--- config.mk ---
export PLATFORM = sky130hd
export DESIGN_NAME = esfr_regs
export DESIGN_NICKNAME = d
export VERILOG_FILES = /design/src/hw/esfr_pkg.sv /design/src/hw/esfr_sticky_flag.sv /design/src/hw/esfr_mark_flag.sv /design/src/hw/esfr_regs.sv
export SDC_FILE = /design/constraint.sdc
export NUM_CORES = 1
export LEC_CHECK = 0
export ABC_AREA = 0
export BUFFER_PORTS_ARGS = -buffer_cell sky130_fd_sc_hd__buf_2
export CAP_MARGIN = 15
export CORE_UTILIZATION = 40
export DETAILED_ROUTE_END_ITERATION = 16
export GPL_TIMING_DRIVEN = 0
export PLACE_DENSITY = 0.7
export SLEW_MARGIN = 10
export SYNTH_ARGS = -nofsm -noshare
export SYNTH_HDL_FRONTEND = slang
export SYNTH_HIERARCHICAL = 1
export SYNTH_SLANG_ARGS = --single-unit
--- constraint.sdc ---
create_clock -name clk -period 2 [get_ports clk]
set_clock_uncertainty 0.2 [all_clocks]
set_input_delay 0.2 -clock clk [delete_from_list [all_inputs] [get_ports clk]]
set_output_delay 0.2 -clock clk [all_outputs]
set_load 0.01 [all_outputs]
--- src/hw/esfr_pkg.sv ---
// Notes on behaviour
// - tx DMA bus error sets bit 14
// - rx DMA bus error sets bit 13
// - sticky flags clear by reset or clear alias
// - empty mark set when count at/below level
// - empty mark cleared by hardware count increment
// - full mark set when count at/above level
// - full mark cleared by buffer decrement write
// - software writes other than the buffer decrement write never alter watermark flags
// - receive done sets bit 7
// - link fail shows last PHY status read
// - bit 2 high while management read pending
// - bit 1 high while scan in progress
// - bit 0 high while management cycle busy
// - 16/32-bit accesses taken, 8-bit ignored
// - octet four bits 15-8, three bits 7-0
// - station address loads factory value on the first edge after reset release
// - indicator bits 31-4 read zero
`default_nettype none

package esfr_pkg;

   localparam int ADDR_W = 8;

   localparam logic [7:0] OFS_IRQ = 8'h00;
   localparam logic [7:0] OFS_IRQ_CLR = 8'h04;
   localparam logic [7:0] OFS_IRQ_SET = 8'h08;
   localparam logic [7:0] OFS_IRQ_INV = 8'h0C;
   localparam logic [7:0] OFS_IRQ_EN = 8'h10;
   localparam logic [7:0] OFS_MIND = 8'h14;
   localparam logic [7:0] OFS_SA1 = 8'h18;
   localparam logic [7:0] OFS_SA1_CLR = 8'h1C;
   localparam logic [7:0] OFS_SA1_SET = 8'h20;
   localparam logic [7:0] OFS_SA1_INV = 8'h24;
   localparam logic [7:0] OFS_CON1 = 8'h28;

   localparam int BIT_TX_BUS_ERR = 14;
   localparam int BIT_RX_BUS_ERR = 13;
   localparam int BIT_EMPTY_MARK = 9;
   localparam int BIT_FULL_MARK = 8;
   localparam int BIT_RX_DONE = 7;
   localparam int BIT_BUF_DEC = 0;
   localparam int NSTICKY = 3;
   // index 0 receive done, 1 rx bus error, 2 tx bus error
   localparam int STICKY_POS [0:2] = '{7, 13, 14};

   localparam int OCTET_W = 8;
   localparam int SA_W = 16;
   localparam int MIND_W = 4;

   localparam logic [31:0] IRQ_MASK = 32'h0000_6380;
   localparam logic [31:0] IRQ_EN_RST = 32'h0000_0000;
   localparam logic [15:0] SA1_RST = 16'h0000;
   localparam logic [31:0] PRDATA_RST = 32'h0000_0000;

   localparam logic [3:0] STRB_HALF_LO = 4'h3;
   localparam logic [3:0] STRB_HALF_HI = 4'hC;
   localparam logic [3:0] STRB_WORD = 4'hF;

endpackage

`default_nettype wire

--- src/hw/esfr_sticky_flag.sv ---
`timescale 1ns/1ps
`default_nettype none

module esfr_sticky_flag (
   input wire logic clk,
   input wire logic arst_n,
   input wire logic hwSet,
   input wire logic swSet,
   input wire logic swClr,
   output logic flag
);

   logic flag_q;
   logic flag_d;

   // software may only clear through the clear alias; a hardware event in
   // the same cycle still wins so no error is lost
   always_comb begin
      flag_d = flag_q;
      if (swClr) begin
         flag_d = 1'b0;
      end
      if (swSet | hwSet) begin
         flag_d = 1'b1;
      end
   end

   always_ff @(posedge clk or negedge arst_n) begin
      if (!arst_n) begin
         flag_q <= 1'b0;
      end else begin
         flag_q <= flag_d;
      end
   end

   assign flag = flag_q;

endmodule // esfr_sticky_flag

`default_nettype wire

--- src/hw/esfr_mark_flag.sv ---
`timescale 1ns/1ps
`default_nettype none

module esfr_mark_flag (
   input wire logic clk,
   input wire logic arst_n,
   input wire logic reached,
   input wire logic clrEvent,
   output logic flag
);

   logic flag_q;

   // the count still shows its old value in the clearing cycle, so the
   // clear must win here or the flag could never drop; the level re-arms
   // it one cycle later if the count is still past the mark
   always_ff @(posedge clk or negedge arst_n) begin
      if (!arst_n) begin
         flag_q <= 1'b0;
      end else if (clrEvent) begin
         flag_q <= 1'b0;
      end else if (reached) begin
         flag_q <= 1'b1;
      end
   end

   assign flag = flag_q;

endmodule // esfr_mark_flag

`default_nettype wire

--- src/hw/esfr_regs.sv ---
`timescale 1ns/1ps
`default_nettype none

module esfr_regs (
   input wire logic clk,
   input wire logic arst_n,
   input wire logic psel,
   input wire logic penable,
   input wire logic pwrite,
   input wire logic [esfr_pkg::ADDR_W-1:0] paddr,
   input wire logic [31:0] pwdata,
   input wire logic [3:0] pstrb,
   output logic pready,
   output logic [31:0] prdata,
   output logic pslverr,
   input wire logic txBusError,
   input wire logic rxBusError,
   input wire logic rxPacketDone,
   input wire logic [7:0] rxBufCount,
   input wire logic [7:0] emptyLevel,
   input wire logic [7:0] fullLevel,
   input wire logic bufCountInc,
   output logic bufCountDec,
   input wire logic phyReadDone,
   input wire logic phyLinkFail,
   input wire logic mgmtReadPending,
   input wire logic mgmtScanning,
   input wire logic mgmtBusy,
   input wire logic [15:0] factoryAddr,
   output logic [15:0] stationAddr,
   output logic irq
);

   localparam int NSTICKY = esfr_pkg::NSTICKY;

   logic setupPh;
   logic accessPh;
   logic strbOk;
   logic mapped;
   logic wrOk;
   logic [31:0] wmask;
   logic [31:0] wbits;
   logic hitIrq;
   logic hitIrqClr;
   logic hitIrqSet;
   logic hitIrqInv;
   logic hitAnyIrq;
   logic hitEn;
   logic hitMind;
   logic hitSa;
   logic hitSaClr;
   logic hitSaSet;
   logic hitSaInv;
   logic hitCon1;
   logic [NSTICKY-1:0] stickyHw;
   logic [NSTICKY-1:0] stickySet;
   logic [NSTICKY-1:0] stickyClr;
   logic [NSTICKY-1:0] stickyFlag;
   logic emptyReached;
   logic fullReached;
   logic emptyFlag;
   logic fullFlag;
   logic [31:0] irqFlags;
   logic [31:0] irqEn_q;
   logic [15:0] sa_q;
   logic [15:0] sa_d;
   logic saLoad_q;
   logic bufDec_q;
   logic link_fail_indicator_q;
   logic [31:0] mindVal;
   logic [31:0] readMux;
   logic [31:0] prdata_q;

   // ---------------- bus decode
   assign setupPh = psel & ~penable;
   assign accessPh = psel & penable;

   assign hitIrq = (paddr == esfr_pkg::OFS_IRQ);
   assign hitIrqClr = (paddr == esfr_pkg::OFS_IRQ_CLR);
   assign hitIrqSet = (paddr == esfr_pkg::OFS_IRQ_SET);
   assign hitIrqInv = (paddr == esfr_pkg::OFS_IRQ_INV);
   assign hitEn = (paddr == esfr_pkg::OFS_IRQ_EN);
   assign hitMind = (paddr == esfr_pkg::OFS_MIND);
   assign hitSa = (paddr == esfr_pkg::OFS_SA1);
   assign hitSaClr = (paddr == esfr_pkg::OFS_SA1_CLR);
   assign hitSaSet = (paddr == esfr_pkg::OFS_SA1_SET);
   assign hitSaInv = (paddr == esfr_pkg::OFS_SA1_INV);
   assign hitCon1 = (paddr == esfr_pkg::OFS_CON1);
   assign hitAnyIrq = hitIrq | hitIrqClr | hitIrqSet | hitIrqInv;

   assign mapped = hitAnyIrq | hitEn | hitMind | hitSa | hitSaClr
      | hitSaSet | hitSaInv | hitCon1;

   // a lone byte lane or a scattered lane pattern is a byte access
   assign strbOk = (pstrb == esfr_pkg::STRB_WORD)
      | (pstrb == esfr_pkg::STRB_HALF_LO)
      | (pstrb == esfr_pkg::STRB_HALF_HI);

   assign wmask = {{8{pstrb[3]}}, {8{pstrb[2]}}, {8{pstrb[1]}},
      {8{pstrb[0]}}};
   assign wbits = pwdata & wmask;
   assign wrOk = accessPh & pwrite & strbOk & mapped;

   // zero wait states; unmapped addresses answer with an error
   assign pready = 1'b1;
   assign pslverr = accessPh & ~mapped;

   // ---------------- sticky interrupt flags
   assign stickyHw = {txBusError, rxBusError, rxPacketDone};

   genvar gi;
   generate
      for (gi = 0; gi < NSTICKY; gi++) begin : gSticky
         // direct, set and invert writes only ever force a flag on,
         // leaving the clear alias as the single way to drop it
         assign stickySet[gi] = wrOk & (hitIrq | hitIrqSet | hitIrqInv)
            & wbits[esfr_pkg::STICKY_POS[gi]];
         assign stickyClr[gi] = wrOk & hitIrqClr
            & wbits[esfr_pkg::STICKY_POS[gi]];
         esfr_sticky_flag uFlag (
            .clk(clk),
            .arst_n(arst_n),
            .hwSet(stickyHw[gi]),
            .swSet(stickySet[gi]),
            .swClr(stickyClr[gi]),
            .flag(stickyFlag[gi])
         );
      end
   endgenerate

   // ---------------- watermark flags, only the full flag reached by software, through the decrement write
   assign emptyReached = (rxBufCount <= emptyLevel);
   assign fullReached = (rxBufCount >= fullLevel);

   esfr_mark_flag uEmpty (
      .clk(clk),
      .arst_n(arst_n),
      .reached(emptyReached),
      .clrEvent(bufCountInc),
      .flag(emptyFlag)
   );

   esfr_mark_flag uFull (
      .clk(clk),
      .arst_n(arst_n),
      .reached(fullReached),
      .clrEvent(bufDec_q),
      .flag(fullFlag)
   );

   always_comb begin
      irqFlags = 32'h0000_0000;
      irqFlags[esfr_pkg::BIT_TX_BUS_ERR] = stickyFlag[2];
      irqFlags[esfr_pkg::BIT_RX_BUS_ERR] = stickyFlag[1];
      irqFlags[esfr_pkg::BIT_EMPTY_MARK] = emptyFlag;
      irqFlags[esfr_pkg::BIT_FULL_MARK] = fullFlag;
      irqFlags[esfr_pkg::BIT_RX_DONE] = stickyFlag[0];
   end

   // ---------------- interrupt enable and output
   always_ff @(posedge clk or negedge arst_n) begin
      if (!arst_n) begin
         irqEn_q <= esfr_pkg::IRQ_EN_RST;
      end else if (wrOk & hitEn) begin
         irqEn_q <= ((irqEn_q & ~wmask) | wbits) & esfr_pkg::IRQ_MASK;
      end
   end

   assign irq = |(irqFlags & irqEn_q);

   // ---------------- buffer decrement strobe
   // registered so the counter outside and the full flag see one edge
   always_ff @(posedge clk or negedge arst_n) begin
      if (!arst_n) begin
         bufDec_q <= 1'b0;
      end else begin
         bufDec_q <= wrOk & hitCon1 & wbits[esfr_pkg::BIT_BUF_DEC];
      end
   end

   assign bufCountDec = bufDec_q;

   // ---------------- management indicators
   always_ff @(posedge clk or negedge arst_n) begin
      if (!arst_n) begin
         link_fail_indicator_q <= 1'b0;
      end else if (phyReadDone) begin
         link_fail_indicator_q <= phyLinkFail;
      end
   end

   // indicators follow the management unit; writes to them are dropped
   assign mindVal = {28'h0000000, link_fail_indicator_q, mgmtReadPending,
      mgmtScanning, mgmtBusy};

   // ---------------- station address
   // the factory value is a port, so it is taken on the first edge after
   // reset release rather than by the asynchronous reset itself
   always_ff @(posedge clk or negedge arst_n) begin
      if (!arst_n) begin
         saLoad_q <= 1'b1;
      end else begin
         saLoad_q <= 1'b0;
      end
   end

   always_comb begin
      sa_d = sa_q;
      if (wrOk & hitSa) begin
         sa_d = (sa_q & ~wmask[15:0]) | wbits[15:0];
      end else if (wrOk & hitSaClr) begin
         sa_d = sa_q & ~wbits[15:0];
      end else if (wrOk & hitSaSet) begin
         sa_d = sa_q | wbits[15:0];
      end else if (wrOk & hitSaInv) begin
         sa_d = sa_q ^ wbits[15:0];
      end
   end

   always_ff @(posedge clk or negedge arst_n) begin
      if (!arst_n) begin
         sa_q <= esfr_pkg::SA1_RST;
      end else if (saLoad_q) begin
         sa_q <= factoryAddr;
      end else begin
         sa_q <= sa_d;
      end
   end

   // octet four high, octet three low
   assign stationAddr = sa_q;

   // ---------------- read data
   always_comb begin
      case (paddr)
         esfr_pkg::OFS_IRQ: readMux = irqFlags;
         esfr_pkg::OFS_IRQ_EN: readMux = irqEn_q;
         esfr_pkg::OFS_MIND: readMux = mindVal;
         esfr_pkg::OFS_SA1: readMux = {16'h0000, sa_q};
         default: readMux = 32'h0000_0000;
      endcase
   end

   // captured in the setup cycle so the access cycle can complete at once
   always_ff @(posedge clk or negedge arst_n) begin
      if (!arst_n) begin
         prdata_q <= esfr_pkg::PRDATA_RST;
      end else if (setupPh & ~pwrite) begin
         prdata_q <= readMux;
      end
   end

   assign prdata = prdata_q;
endmodule // esfr_regs

`default_nettype wire

Word-level counts from Yosys, hierarchy flattened --
Cells that the tools add are included.
Storage, ports and cells: flip-flop bits (word level) 61, bits in latches 0, memory bits (writable) 0, ROM bits 0, bits of input ports 98, output and inout port bits 52, word-level logic and storage cells 104, memories kept 0
Cells by class: $add $sub $neg 0, multiply operators 0, div/mod/pow operators 0, magnitude comparators 2, eq/ne operators 13, shift operators 0, muxes and demuxes 16, bitwise gates (word level) 54, reductions and logical operators 8
Operator list (count):
- $mux W16 | 5
- $pmux W16 S4 | 1
- $and A16 B16 Y16 | 3
- $eq A8 B5 Y1 const B | 4
- $not A16 Y16 | 2
- $or A16 B16 Y16 | 2
- $reduce_or A32 Y1 | 1
- $and A15 B15 Y15 | 2
- $eq A8 B6 Y1 const B | 3
- $and A1 B1 Y1 | 22
- $or A1 B1 Y1 | 17
- $eq A8 B4 Y1 const B | 2
- $xor A16 B16 Y16 | 1
- $not A15 Y15 | 1
- $or A15 B15 Y15 | 1
- $mux W1 | 10
- $reduce_bool A2 Y1 | 5
- $eq A4 B4 Y1 const B | 2
- $eq A8 B3 Y1 const B | 1
- $ge A8 B8 Y1 | 1
- $le A8 B8 Y1 | 1
- $logic_not A8 Y1 | 1
- $reduce_bool A5 Y1 | 1
- $eq A4 B2 Y1 const B | 1
- $not A1 Y1 | 3

Longest topological paths before layout --
Gate-level depths: netlist (run 1).
word-level depth 18, depth in mapped cells 9, gate-level depth less buffers 9

By module --
Netlist (run 1), hierarchy kept.
Modules (own cells, without submodules):
- esfr_regs | instances 1, cells an instance 395, area an instance 3447.1 um^2, seq. area each 1002.2 um^2
- esfr_sticky_flag | instances 3, cells an instance 4, area an instance 37.5 um^2, seq. area each 25.0 um^2
- esfr_mark_flag | instances 2, cells an instance 2, area an instance 35.0 um^2, seq. area each 25.0 um^2

Worst setup path after synthesis (run 1) --
OpenSTA, ideal clock, no wires.
kind in2reg, start point in paddr[1] in the netlist's numbering, end point reg (tool-made name), library setup time 0.111 ns, arrival 2.163 ns, data required time 1.689 ns, slack -0.475 ns, stages 8, buffers on the path 2, cell sequence or4_1 -> buf_2 -> or2_2 -> nor2_1 -> nand3_2 -> buf_2 -> mux2i_1 -> a222oi_1
RTL lines:
- from (decl) | RTL line esfr_regs.sv:10 | input wire logic [esfr_pkg::ADDR_W-1:0] paddr,

==> PnR_summary.wiki, run 1 <==
{| class="wikitable"
! Metric !! Value
|-
| Outcome || complete, but fails checks
|-
| Violations in the final reports || negative setup slack
|-
| Critical path data required time || 1.99 ns
|-
| Tightest Pin Transition || 1.04 ns
|-
| Peak supply drop || 0.000262 V
|-
| Synth top area share || 0.303
|-
| I/O Buffers || 116
|-
| Upper clock frequency limit || 0.475 GHz
|-
| Antenna Nets Post-Route || 0
|-
| Count of filler cells inserted in the layout || 800
|-
| Setup slack after layout || -0.103 ns
|-
| Warnings from Yosys || 6
|-
| Number of buffers created by CTS || 5
|-
| H-Tree Depth || 2
|-
| Async SR Flop Fraction || 1.00
|-
| Global-route usage over all layers || 0.226
|-
| Total Die Area || 9460 um^2
|-
| Iteration count of the initial detailed-routing pass || 5
|-
| Most common flop cell mapped by yosys || dfrtp_1
|-
| Global-route wire length before repair || 17,400 um
|-
| Clk_lat worst skew || 0.30 ns
|-
| Most frequent standard cell in the layout excluding fill and tap cells || buf_2
|-
| Area growth from synthesis to layout || 38.1%
|-
| Number of enable flip-flop cells after synthesis || 0
|-
| Effective utilization at floorplan || 0.414
|-
| Cell mode on critical path || buf_6
|-
| Io pins || 150
|-
| Worst setup timing slack at the placement stage || -0.820 ns
|-
| Cell type with the largest total area after synthesis || dfrtp_1
|-
| Number of antenna violations at the first check in global routing || 0
|-
| Met3 Track Usage GR || 0.0266
|-
| Antenna cell count || 0
|-
| Avg Cell Area, Syn || 8.83 um^2
|-
| Seq/Total Area, Yosys || 0.311
|-
| Worst path cell trace || buf_6 > or4_4 > nor4b_4 > nand2_1 > a21oi_2 > nor2_4 > buf_6 > a222oi_1
|-
| Total Routed Length || 10,900 um
|-
| Unique cell type count in the Yosys netlist || 42
|-
| Reported max-cap violation count || 0
|-
| Number of instances in the placed design || 651
|-
| Total area of sequential cells || 1130 um^2
|-
| Routed len/inst || 15.6 um
|-
| Routability congestion estimate || 0.845
|-
| Congestion Overflow GR || 0
|-
| Final critical-path required period || 2.10 ns
|-
| Peak-usage layer in the global routing report || met2
|-
| Number of global-route vias before repair || 3,627
|-
| Slowest library cell on the worst path || or4_4
|-
| Post-detailed-route via-to-cell ratio || 5.28
|-
| Proportion of layout cells with a drive suffix above 1 || 0.342
|-
| Synth top area cells || dfrtp_1 (30%), ha_1 (17%), mux2i_1 (8.5%)
|-
| CP Launch Type || primary input
|-
| Minimum hold slack || 0.0217 ns
|-
| Critical Setup Path Class || primary input to register
|-
| Register-to-register setup slack || 0.06 ns
|-
| Met1 capacity usage during global routing || 0.279
|-
| DRC Markers || 0
|-
| Reg clk slew, reported paths || 0.09 ns
|-
| Unrepaired setup endpoints after global routing || yes
|-
| Estimated wirelength of the detail-placed design || 7970 um
|-
| TritonCTS Sinks || 45
|-
| Area of combinational cells with multiple inputs || 2260 um^2
|-
| GR Layer Usage met2 || 0.400
|-
| Floorplan die height || 97.3 um
|-
| Nets || 732
|-
| Finished Layout Cells || 695
|-
| Post-Synthesis Cell Area || 3630 um^2
|-
| Hold Path Class || primary input to register
|-
| Delay of the slowest cell on the worst path || 0.57 ns
|-
| Final Power || 2.28 mW
|-
| Worst-case clock buffer depth || 2
|-
| Iteration-0 DRC Markers || 323
|-
| Leakage dissipation || 2.87 nW
|-
| Final TNS setup || -1.13 ns
|-
| Slew HR || 0.307
|-
| Period Utilization, post-route || 1.05
|-
| Site row count || 34
|-
| Critical path endpoint category || register
|-
| Core Region || 8760 um^2
|-
| Count of endpoints failing setup in the final report || 15
|-
| Max-slew violations || 0
|-
| Cells after synthesis || 411
|-
| Buffer type at the clock tree root || clkbuf_8
|-
| Data arrival time of the worst path || 2.09 ns
|-
| Areal power density over the cells || 455 nW/um^2
|-
| Count of endpoints failing hold in the final timing report || 0
|-
| Maximum fanout along the worst path || 5
|-
| TritonCTS clock tree || done
|-
| Commonest non-fill, non-tap cells in the layout || buf_2 (114), inv_1 (54), ha_1 (48)
|-
| Total number of vias || 3,670
|-
| Number of flip-flops and latches in the synthesized netlist || 45
|-
| X dimension of the die || 97.3 um
|-
| Maximum number of pins on one net before global-route repair || 46
|}
cell usage after synthesis (all sizes together), types with 2 or more instances:
library cell and instances:
a221oi 6, mux2 6, o21a 2, nor2 28, nand2b 5, nor2b 4
mux2i 31, conb 2, nand3 19, nor4 3, ha 48, nand2 45
nand4 2, dfrtp 44, clkbuf 10, nor3 4, o21ba 2, or2 2
inv 54, a21oi 7, a222oi 21, o22ai 9, buf 23, o21ai 21
routing by layer:
metal  up-vias  wire, um
met5         -         0
met4         0       333
met3        26       737
met2       181      5360
met1      1695      4420
li1       1768         -
metrics by stage:
step | cell area, um^2 | utilization
final | 5010 | 0.572
after CTS | 4930 | 0.562
after global routing | 5010 | 0.572
after global placement | 4470 | 0.510
after detailed placement | 4470 | 0.510
after floorplan | 3750 | -
power breakdown:
part	total [mW]	switching, mW	leakage, nW	internal, mW
Clock	0.561	0.318	0.0450	0.243
Combinational	0.697	0.369	2.29	0.328
Sequential	1.02	0.0601	0.538	0.961
critical path: cells and delay by family:
family                 cells  cell delay (ns)
AO/OA/AOI/OAI              2             0.53
buffers and inverters      2             0.23
AND/OR/NAND/NOR            4             1.12
path summary, 6_finish.rpt:
| kind | from | end | cells past startpoint |
|---|---|---|---|
| hold / removal | paddr[6] | bufCountDec | 3 |
| hold reg to reg | prdata[11] | prdata[11] | 2 |
| setup reg to reg | saLoad_q | register | 5 |
| setup / recovery | paddr[0] | register | 8 |
| min in group asynchronous | arst_n | async pin | 2 |
| max in group asynchronous | arst_n | gSticky[1].uFlag/flag | 2 |
area by class of cell:
class	instances	share of cell area
plain buffers	31	0.0454
multi-input cells	294	0.451
clock inverters	2	0.00200
flip-flops and latches	45	0.225
clock buffers	6	0.0145
repair buffers	154	0.194
inverters	55	0.0412
well taps	108	0.0270
what timing repair did:
item / 4_1_cts / 5_1_grt
setup buffers: 14 / 6
pin swaps: 23 / 17
hold buffers: 15 / 0
endpoints found under the hold margin: 57 / 0
gates resized for setup: 24 / 8
cloned: 3 / 0
endpoints found under the setup margin: 39 / 29
kinds of logic (layout without fill, tap and decap cells):
family          Yosys count  count (layout)  share of synthesized area
compound gates           73              73                      0.148
fa+ha+maj                48              48                      0.165
buf+inv                  88             248                      0.113
simple gates            118             118                      0.156
other cells               2              18                    0.00207
mux                      37              37                      0.104
flops                    45              45                      0.311
No activity file was read; power rests on OpenSTA's default activity.
==> run 2: changes to the inputs <==
- MAX_ROUTING_LAYER: unset -> met4
- SETUP_SLACK_MARGIN: unset -> 0.1
==> run 2 against run 1 <==
The flow still finishes with violations (negative setup slack). Hold slack gained 0.0010 ns. Cell count is 0.43% higher. Setup slack got worse by 0.074 ns. Total power is 7.9% higher. Core utilization up 1.2 points. Die area is the same. Routed wire length is 1.4% higher. Critical path type unchanged.
==> PnR_summary.wiki, run 2 (same netlist as run 1, synthesis figures left out) <==
{| class="wikitable"
! Metric !! Value
|-
| Outcome || complete, but fails checks
|-
| Violations in the final reports || negative setup slack
|-
| Tightest Pin Transition || 1.00 ns
|-
| I/O Buffers || 116
|-
| CP Launch Type || primary input
|-
| Io pins || 150
|-
| Hold Path Class || primary input to register
|-
| Count of endpoints failing setup in the final report || 17
|-
| Number of global-route vias before repair || 3,830
|-
| Total number of vias || 3,687
|-
| Most frequent standard cell in the layout excluding fill and tap cells || buf_2
|-
| Total area of sequential cells || 1130 um^2
|-
| Routed len/inst || 15.8 um
|-
| Period Utilization, post-route || 1.09
|-
| Clock share of power || 0.298
|-
| Worst-case clock buffer depth || 2
|-
| Startpoint of the worst hold path || pwdata[4]
|-
| H-Tree Depth || 2
|-
| Number of antenna violations at the first check in global routing || 0
|-
| Final TNS setup || -2.22 ns
|-
| TritonCTS Sinks || 45
|-
| Critical path data required time || 2.00 ns
|-
| Net Switching || 0.758 mW
|-
| Proportion of total power due to net switching || 0.308
|-
| DRC Markers || 0
|-
| Final critical-path required period || 2.18 ns
|-
| Total Die Area || 9460 um^2
|-
| Floorplan die height || 97.3 um
|-
| Congestion Overflow GR || 0
|-
| Post-detailed-route via-to-cell ratio || 5.28
|-
| Routability congestion estimate || 0.825
|-
| Proportion of layout cells with a drive suffix above 1 || 0.349
|-
| Areal power density over the cells || 480 nW/um^2
|-
| Upper clock frequency limit || 0.459 GHz
|-
| Site row count || 34
|-
| Total Routed Length || 11,000 um
|-
| Final Power || 2.46 mW
|-
| Clk_lat worst skew || 0.31 ns
|-
| X dimension of the die || 97.3 um
|-
| Data arrival time of the worst path || 2.17 ns
|-
| Cell internal pwr || 1.70 mW
|-
| Slew HR || 0.333
|-
| Peak supply drop || 0.000299 V
|-
| Estimated wirelength of the detail-placed design || 7980 um
|-
| Core Region || 8760 um^2
|-
| Buffer type at the clock tree root || clkbuf_8
|-
| Effective utilization at floorplan || 0.414
|-
| Area of combinational cells with multiple inputs || 2290 um^2
|-
| Unrepaired setup endpoints after global routing || yes
|-
| Area growth from synthesis to layout || 41.1%
|-
| Reg clk slew, reported paths || 0.09 ns
|-
| Number of buffers created by CTS || 5
|-
| Iteration count of the initial detailed-routing pass || 8
|-
| Iteration-0 DRC Markers || 287
|-
| Relative contribution of sequential cells to total power || 0.417
|-
| Combinational share of power || 0.286
|-
| Global-route usage over all layers || 0.236
|-
| Global-route wire length before repair || 17,500 um
|-
| Antenna Nets Post-Route || 0
|-
| Nets || 735
|-
| Leakage dissipation || 2.93 nW
|-
| Reported max-cap violation count || 0
|-
| Setup slack after layout || -0.177 ns
|-
| Maximum fanout along the worst path || 4
|-
| Antenna cell count || 0
|-
| Max-slew violations || 0
|-
| Startpoint of the lowest-slack register-to-register path || saLoad_q
|-
| Maximum number of pins on one net before global-route repair || 46
|-
| Minimum hold slack || 0.0227 ns
|-
| Commonest non-fill, non-tap cells in the layout || buf_2 (115), inv_1 (54), ha_1 (48)
|-
| Critical Setup Path Class || primary input to register
|-
| Count of endpoints failing hold in the final timing report || 0
|-
| Count of filler cells inserted in the layout || 780
|-
| Start point of the critical path || paddr[6]
|-
| TritonCTS clock tree || done
|-
| Critical path endpoint category || register
|}
==> run 2: final cells by class <==
type | instances | area share
Multi-Input combinational cell | 294 | 0.448
Sequential cell | 45 | 0.220
Timing Repair Buffer | 155 | 0.194
Buffer | 33 | 0.0489
Inverter | 55 | 0.0403
Tap cell | 108 | 0.0264
Clock buffer | 7 | 0.0169
Clock inverter | 1 | 0.00586
==> run 2: path summary, 6_finish.rpt <==
check	end	slack, ns	cells after the start
max reg2reg	register	0.05	5
min reg2reg	prdata[4]	0.27	2
min	register	0.02	3
max	register	-0.18	9
max in group asynchronous	gSticky[2].uFlag/flag	0.58	2
min in group asynchronous	link_fail_indicator_q	0.40	2
==> run 2: stage by stage <==
step,cell area [um^2],util,setup slack (ns),cells
2_1_floorplan,3750,-,-0.346,427
5_1_grt,5120,0.585,-0.302,698
3_5_place_dp,4470,0.510,-0.856,651
3_3_place_gp,4470,0.510,-0.831,651
4_1_cts,5030,0.574,-0.159,690
6_report,5120,0.585,-0.177,698
==> run 2: timing repair <==
item / in CTS / in global routing
pin swaps: 24 / 21
hold endpoints to repair: 57 / 0
resized for setup: 39 / 13
buffers inserted: 14 / 9
setup endpoints to repair: 39 / 36
cloned: 2 / 1
hold buffers: 15 / 0
==> run 2: power by group through the flow <==
stage	Sequential [mW]	Combinational (mW)	Clock, mW
after floorplan	1.04	0.361	0
after global placement	1.04	0.599	0
after detailed placement	1.04	0.633	0
after CTS	1.02	0.693	0.720
after global routing	1.03	0.786	0.765
final	1.02	0.702	0.732
==> run 2: critical path, cell delays in order <==
cell	delay, ns
buf_6	0.09
or4_4	0.52
buf_6	0.15
or2_4	0.25
nor2_4	0.12
nand3_4	0.17
buf_6	0.20
mux2i_1	0.11
a222oi_1	0.36
==> run 2: per-layer routing <==
metal	up-vias	GRT usage	part of all wire
met1	1722	0.259	0.39
met3	31	0.0381	0.067
met2	163	0.413	0.50
met5	-	-	0
met4	0	0.119	0.043
li1	1771	-	-
==> run 3: changes to the inputs <==
- TNS_END_PERCENT: unset -> 1
==> run 3 against run 2 <==
The flow still finishes with violations (negative setup slack). Cell count down 1.7%. Clock power up 11%. Global-route usage down 0.28 points. Total power up 2.6%. First-iteration DRC count down 24%.
==> PnR_summary.wiki, run 3 (same netlist as run 1, synthesis figures left out) <==
{| class="wikitable"
! Metric !! Value
|-
| Violations in the final reports || negative setup slack
|-
| H-Tree Depth || 2
|-
| Most frequent standard cell in the layout excluding fill and tap cells || buf_2
|-
| X dimension of the die || 97.3 um
|-
| Period Utilization, post-route || 1.11
|-
| Minimum hold slack || 0.0314 ns
|-
| Buffer type at the clock tree root || clkbuf_8
|-
| Slowest library cell on the worst path || or4_4
|-
| Iteration-0 DRC Markers || 218
|-
| TritonCTS clock tree || done
|-
| Worst-case clock buffer depth || 2
|-
| Worst path cell trace || buf_6 > or4_4 > buf_6 > nor4b_4 > nand2_1 > a21oi_2 > nor2_4 > buf_6 > a222oi_1
|-
| Tightest Pin Transition || 1.04 ns
|-
| Commonest non-fill, non-tap cells in the layout || buf_2 (115), inv_1 (54), ha_1 (48)
|-
| Effective utilization at floorplan || 0.414
|-
| Number of antenna violations at the first check in global routing || 0
|-
| Routed len/inst || 15.6 um
|-
| Upper clock frequency limit || 0.452 GHz
|-
| Antenna cell count || 0
|-
| Count of filler cells inserted in the layout || 799
|-
| Leakage dissipation || 2.87 nW
|-
| Critical Setup Path Class || primary input to register
|-
| Slew HR || 0.308
|-
| Total Die Area || 9460 um^2
|-
| Clk_lat worst skew || 0.30 ns
|-
| Post-detailed-route via-to-cell ratio || 5.25
|-
| Maximum number of pins on one net before global-route repair || 46
|-
| DRC Markers || 0
|-
| Max-slew violations || 0
|-
| Nets || 723
|-
| Final TNS setup || -2.34 ns
|-
| Maximum fanout along the worst path || 10
|-
| Number of global-route vias before repair || 3,704
|-
| CP Launch Type || primary input
|-
| Areal power density over the cells || 507 nW/um^2
|-
| Critical path endpoint category || register
|-
| Reported max-cap violation count || 0
|-
| Proportion of layout cells with a drive suffix above 1 || 0.332
|-
| Outcome || complete, but fails checks
|-
| Reg clk slew, reported paths || 0.09 ns
|-
| Startpoint of the lowest-slack register-to-register path || saLoad_q
|-
| Iteration count of the initial detailed-routing pass || 7
|-
| Hold Path Class || primary input to register
|-
| Site row count || 34
|-
| Unrepaired setup endpoints after global routing || yes
|-
| Count of endpoints failing setup in the final report || 21
|-
| Total number of vias || 3,601
|-
| Congestion Overflow GR || 0
|-
| Core Region || 8760 um^2
|-
| Area of combinational cells with multiple inputs || 2250 um^2
|-
| Start point of the critical path || paddr[6]
|-
| Total area of sequential cells || 1130 um^2
|-
| Global-route usage over all layers || 0.233
|-
| Number of buffers created by CTS || 5
|-
| Area growth from synthesis to layout || 37.0%
|-
| Critical path data required time || 1.98 ns
|-
| Count of endpoints failing hold in the final timing report || 0
|-
| Startpoint of the worst hold path || factoryAddr[14]
|-
| Total Routed Length || 10,700 um
|-
| Cell mode on critical path || buf_6
|-
| Data arrival time of the worst path || 2.19 ns
|-
| Global-route wire length before repair || 17,300 um
|-
| TritonCTS Sinks || 45
|-
| Delay of the slowest cell on the worst path || 0.52 ns
|-
| Setup slack after layout || -0.214 ns
|-
| Antenna Nets Post-Route || 0
|-
| I/O Buffers || 116
|-
| Peak supply drop || 0.000328 V
|-
| Io pins || 150
|-
| Final critical-path required period || 2.21 ns
|-
| Floorplan die height || 97.3 um
|-
| Estimated wirelength of the detail-placed design || 7950 um
|-
| Routability congestion estimate || 0.888
|}
[run 3: layout make-up]
class / count / share of cell area
plain buffers: 33 / 0.0508
clock buffers: 5 / 0.0138
clock inverters: 3 / 0.0131
inverters: 55 / 0.0415
multi-input cells: 294 / 0.453
flip-flops and latches: 45 / 0.227
well taps: 108 / 0.0272
repair buffers: 143 / 0.174
[run 3: per-layer routing]
metal  global-route usage  part of all wire
met1                0.261              0.40
met2                0.415              0.52
met3               0.0281             0.049
met4                0.105             0.032
met5                    -                 0
[run 3: what timing repair did]
item / CTS / global route
resized for setup: 21 / 9
buffers inserted: 10 / 0
pin swaps: 14 / 13
hold endpoints to repair: 56 / 1
hold buffers: 14 / 1
setup endpoints to repair: 39 / 36
gates cloned: 2 / 0
[run 3: power breakdown]
group	internal, mW	switching [mW]
Sequential	0.961	0.0634
Clock	0.496	0.319
Combinational	0.319	0.363
Total	1.78	0.745
[run 3: worst paths after layout]
| check | to | depth (start not counted) | slack [ns] |
|---|---|---|---|
| max in group asynchronous | bufCountDec | 2 | 0.53 |
| setup reg to reg | register | 4 | 0.11 |
| min in group asynchronous | async pin | 2 | 0.43 |
| setup / recovery | register | 9 | -0.21 |
| hold reg to reg | prdata[6] | 2 | 0.27 |
| hold / removal | register | 3 | 0.03 |
[run 3: stage by stage]
| step | instances | cell area, um^2 | power [mW] | setup WS (ns) | utilization |
|---|---|---|---|---|---|
| 2_1_floorplan | 427 | 3750 | 1.40 | -0.346 | - |
| 3_3_place_gp | 651 | 4470 | 1.63 | -0.834 | 0.510 |
| 3_5_place_dp | 651 | 4470 | 1.67 | -0.856 | 0.510 |
| 4_1_cts | 685 | 4920 | 2.51 | -0.193 | 0.562 |
| 5_1_grt | 686 | 4970 | 2.66 | -0.260 | 0.567 |
| 6_report | 686 | 4970 | 2.52 | -0.214 | 0.567 |
[run 3: critical path, delay by kind of cell]
kind	cells	cell delay [ns]
AOI/OAI and AO/OA	2	0.58
buffers and inverters	3	0.38
and+or+nand+nor	4	1.02
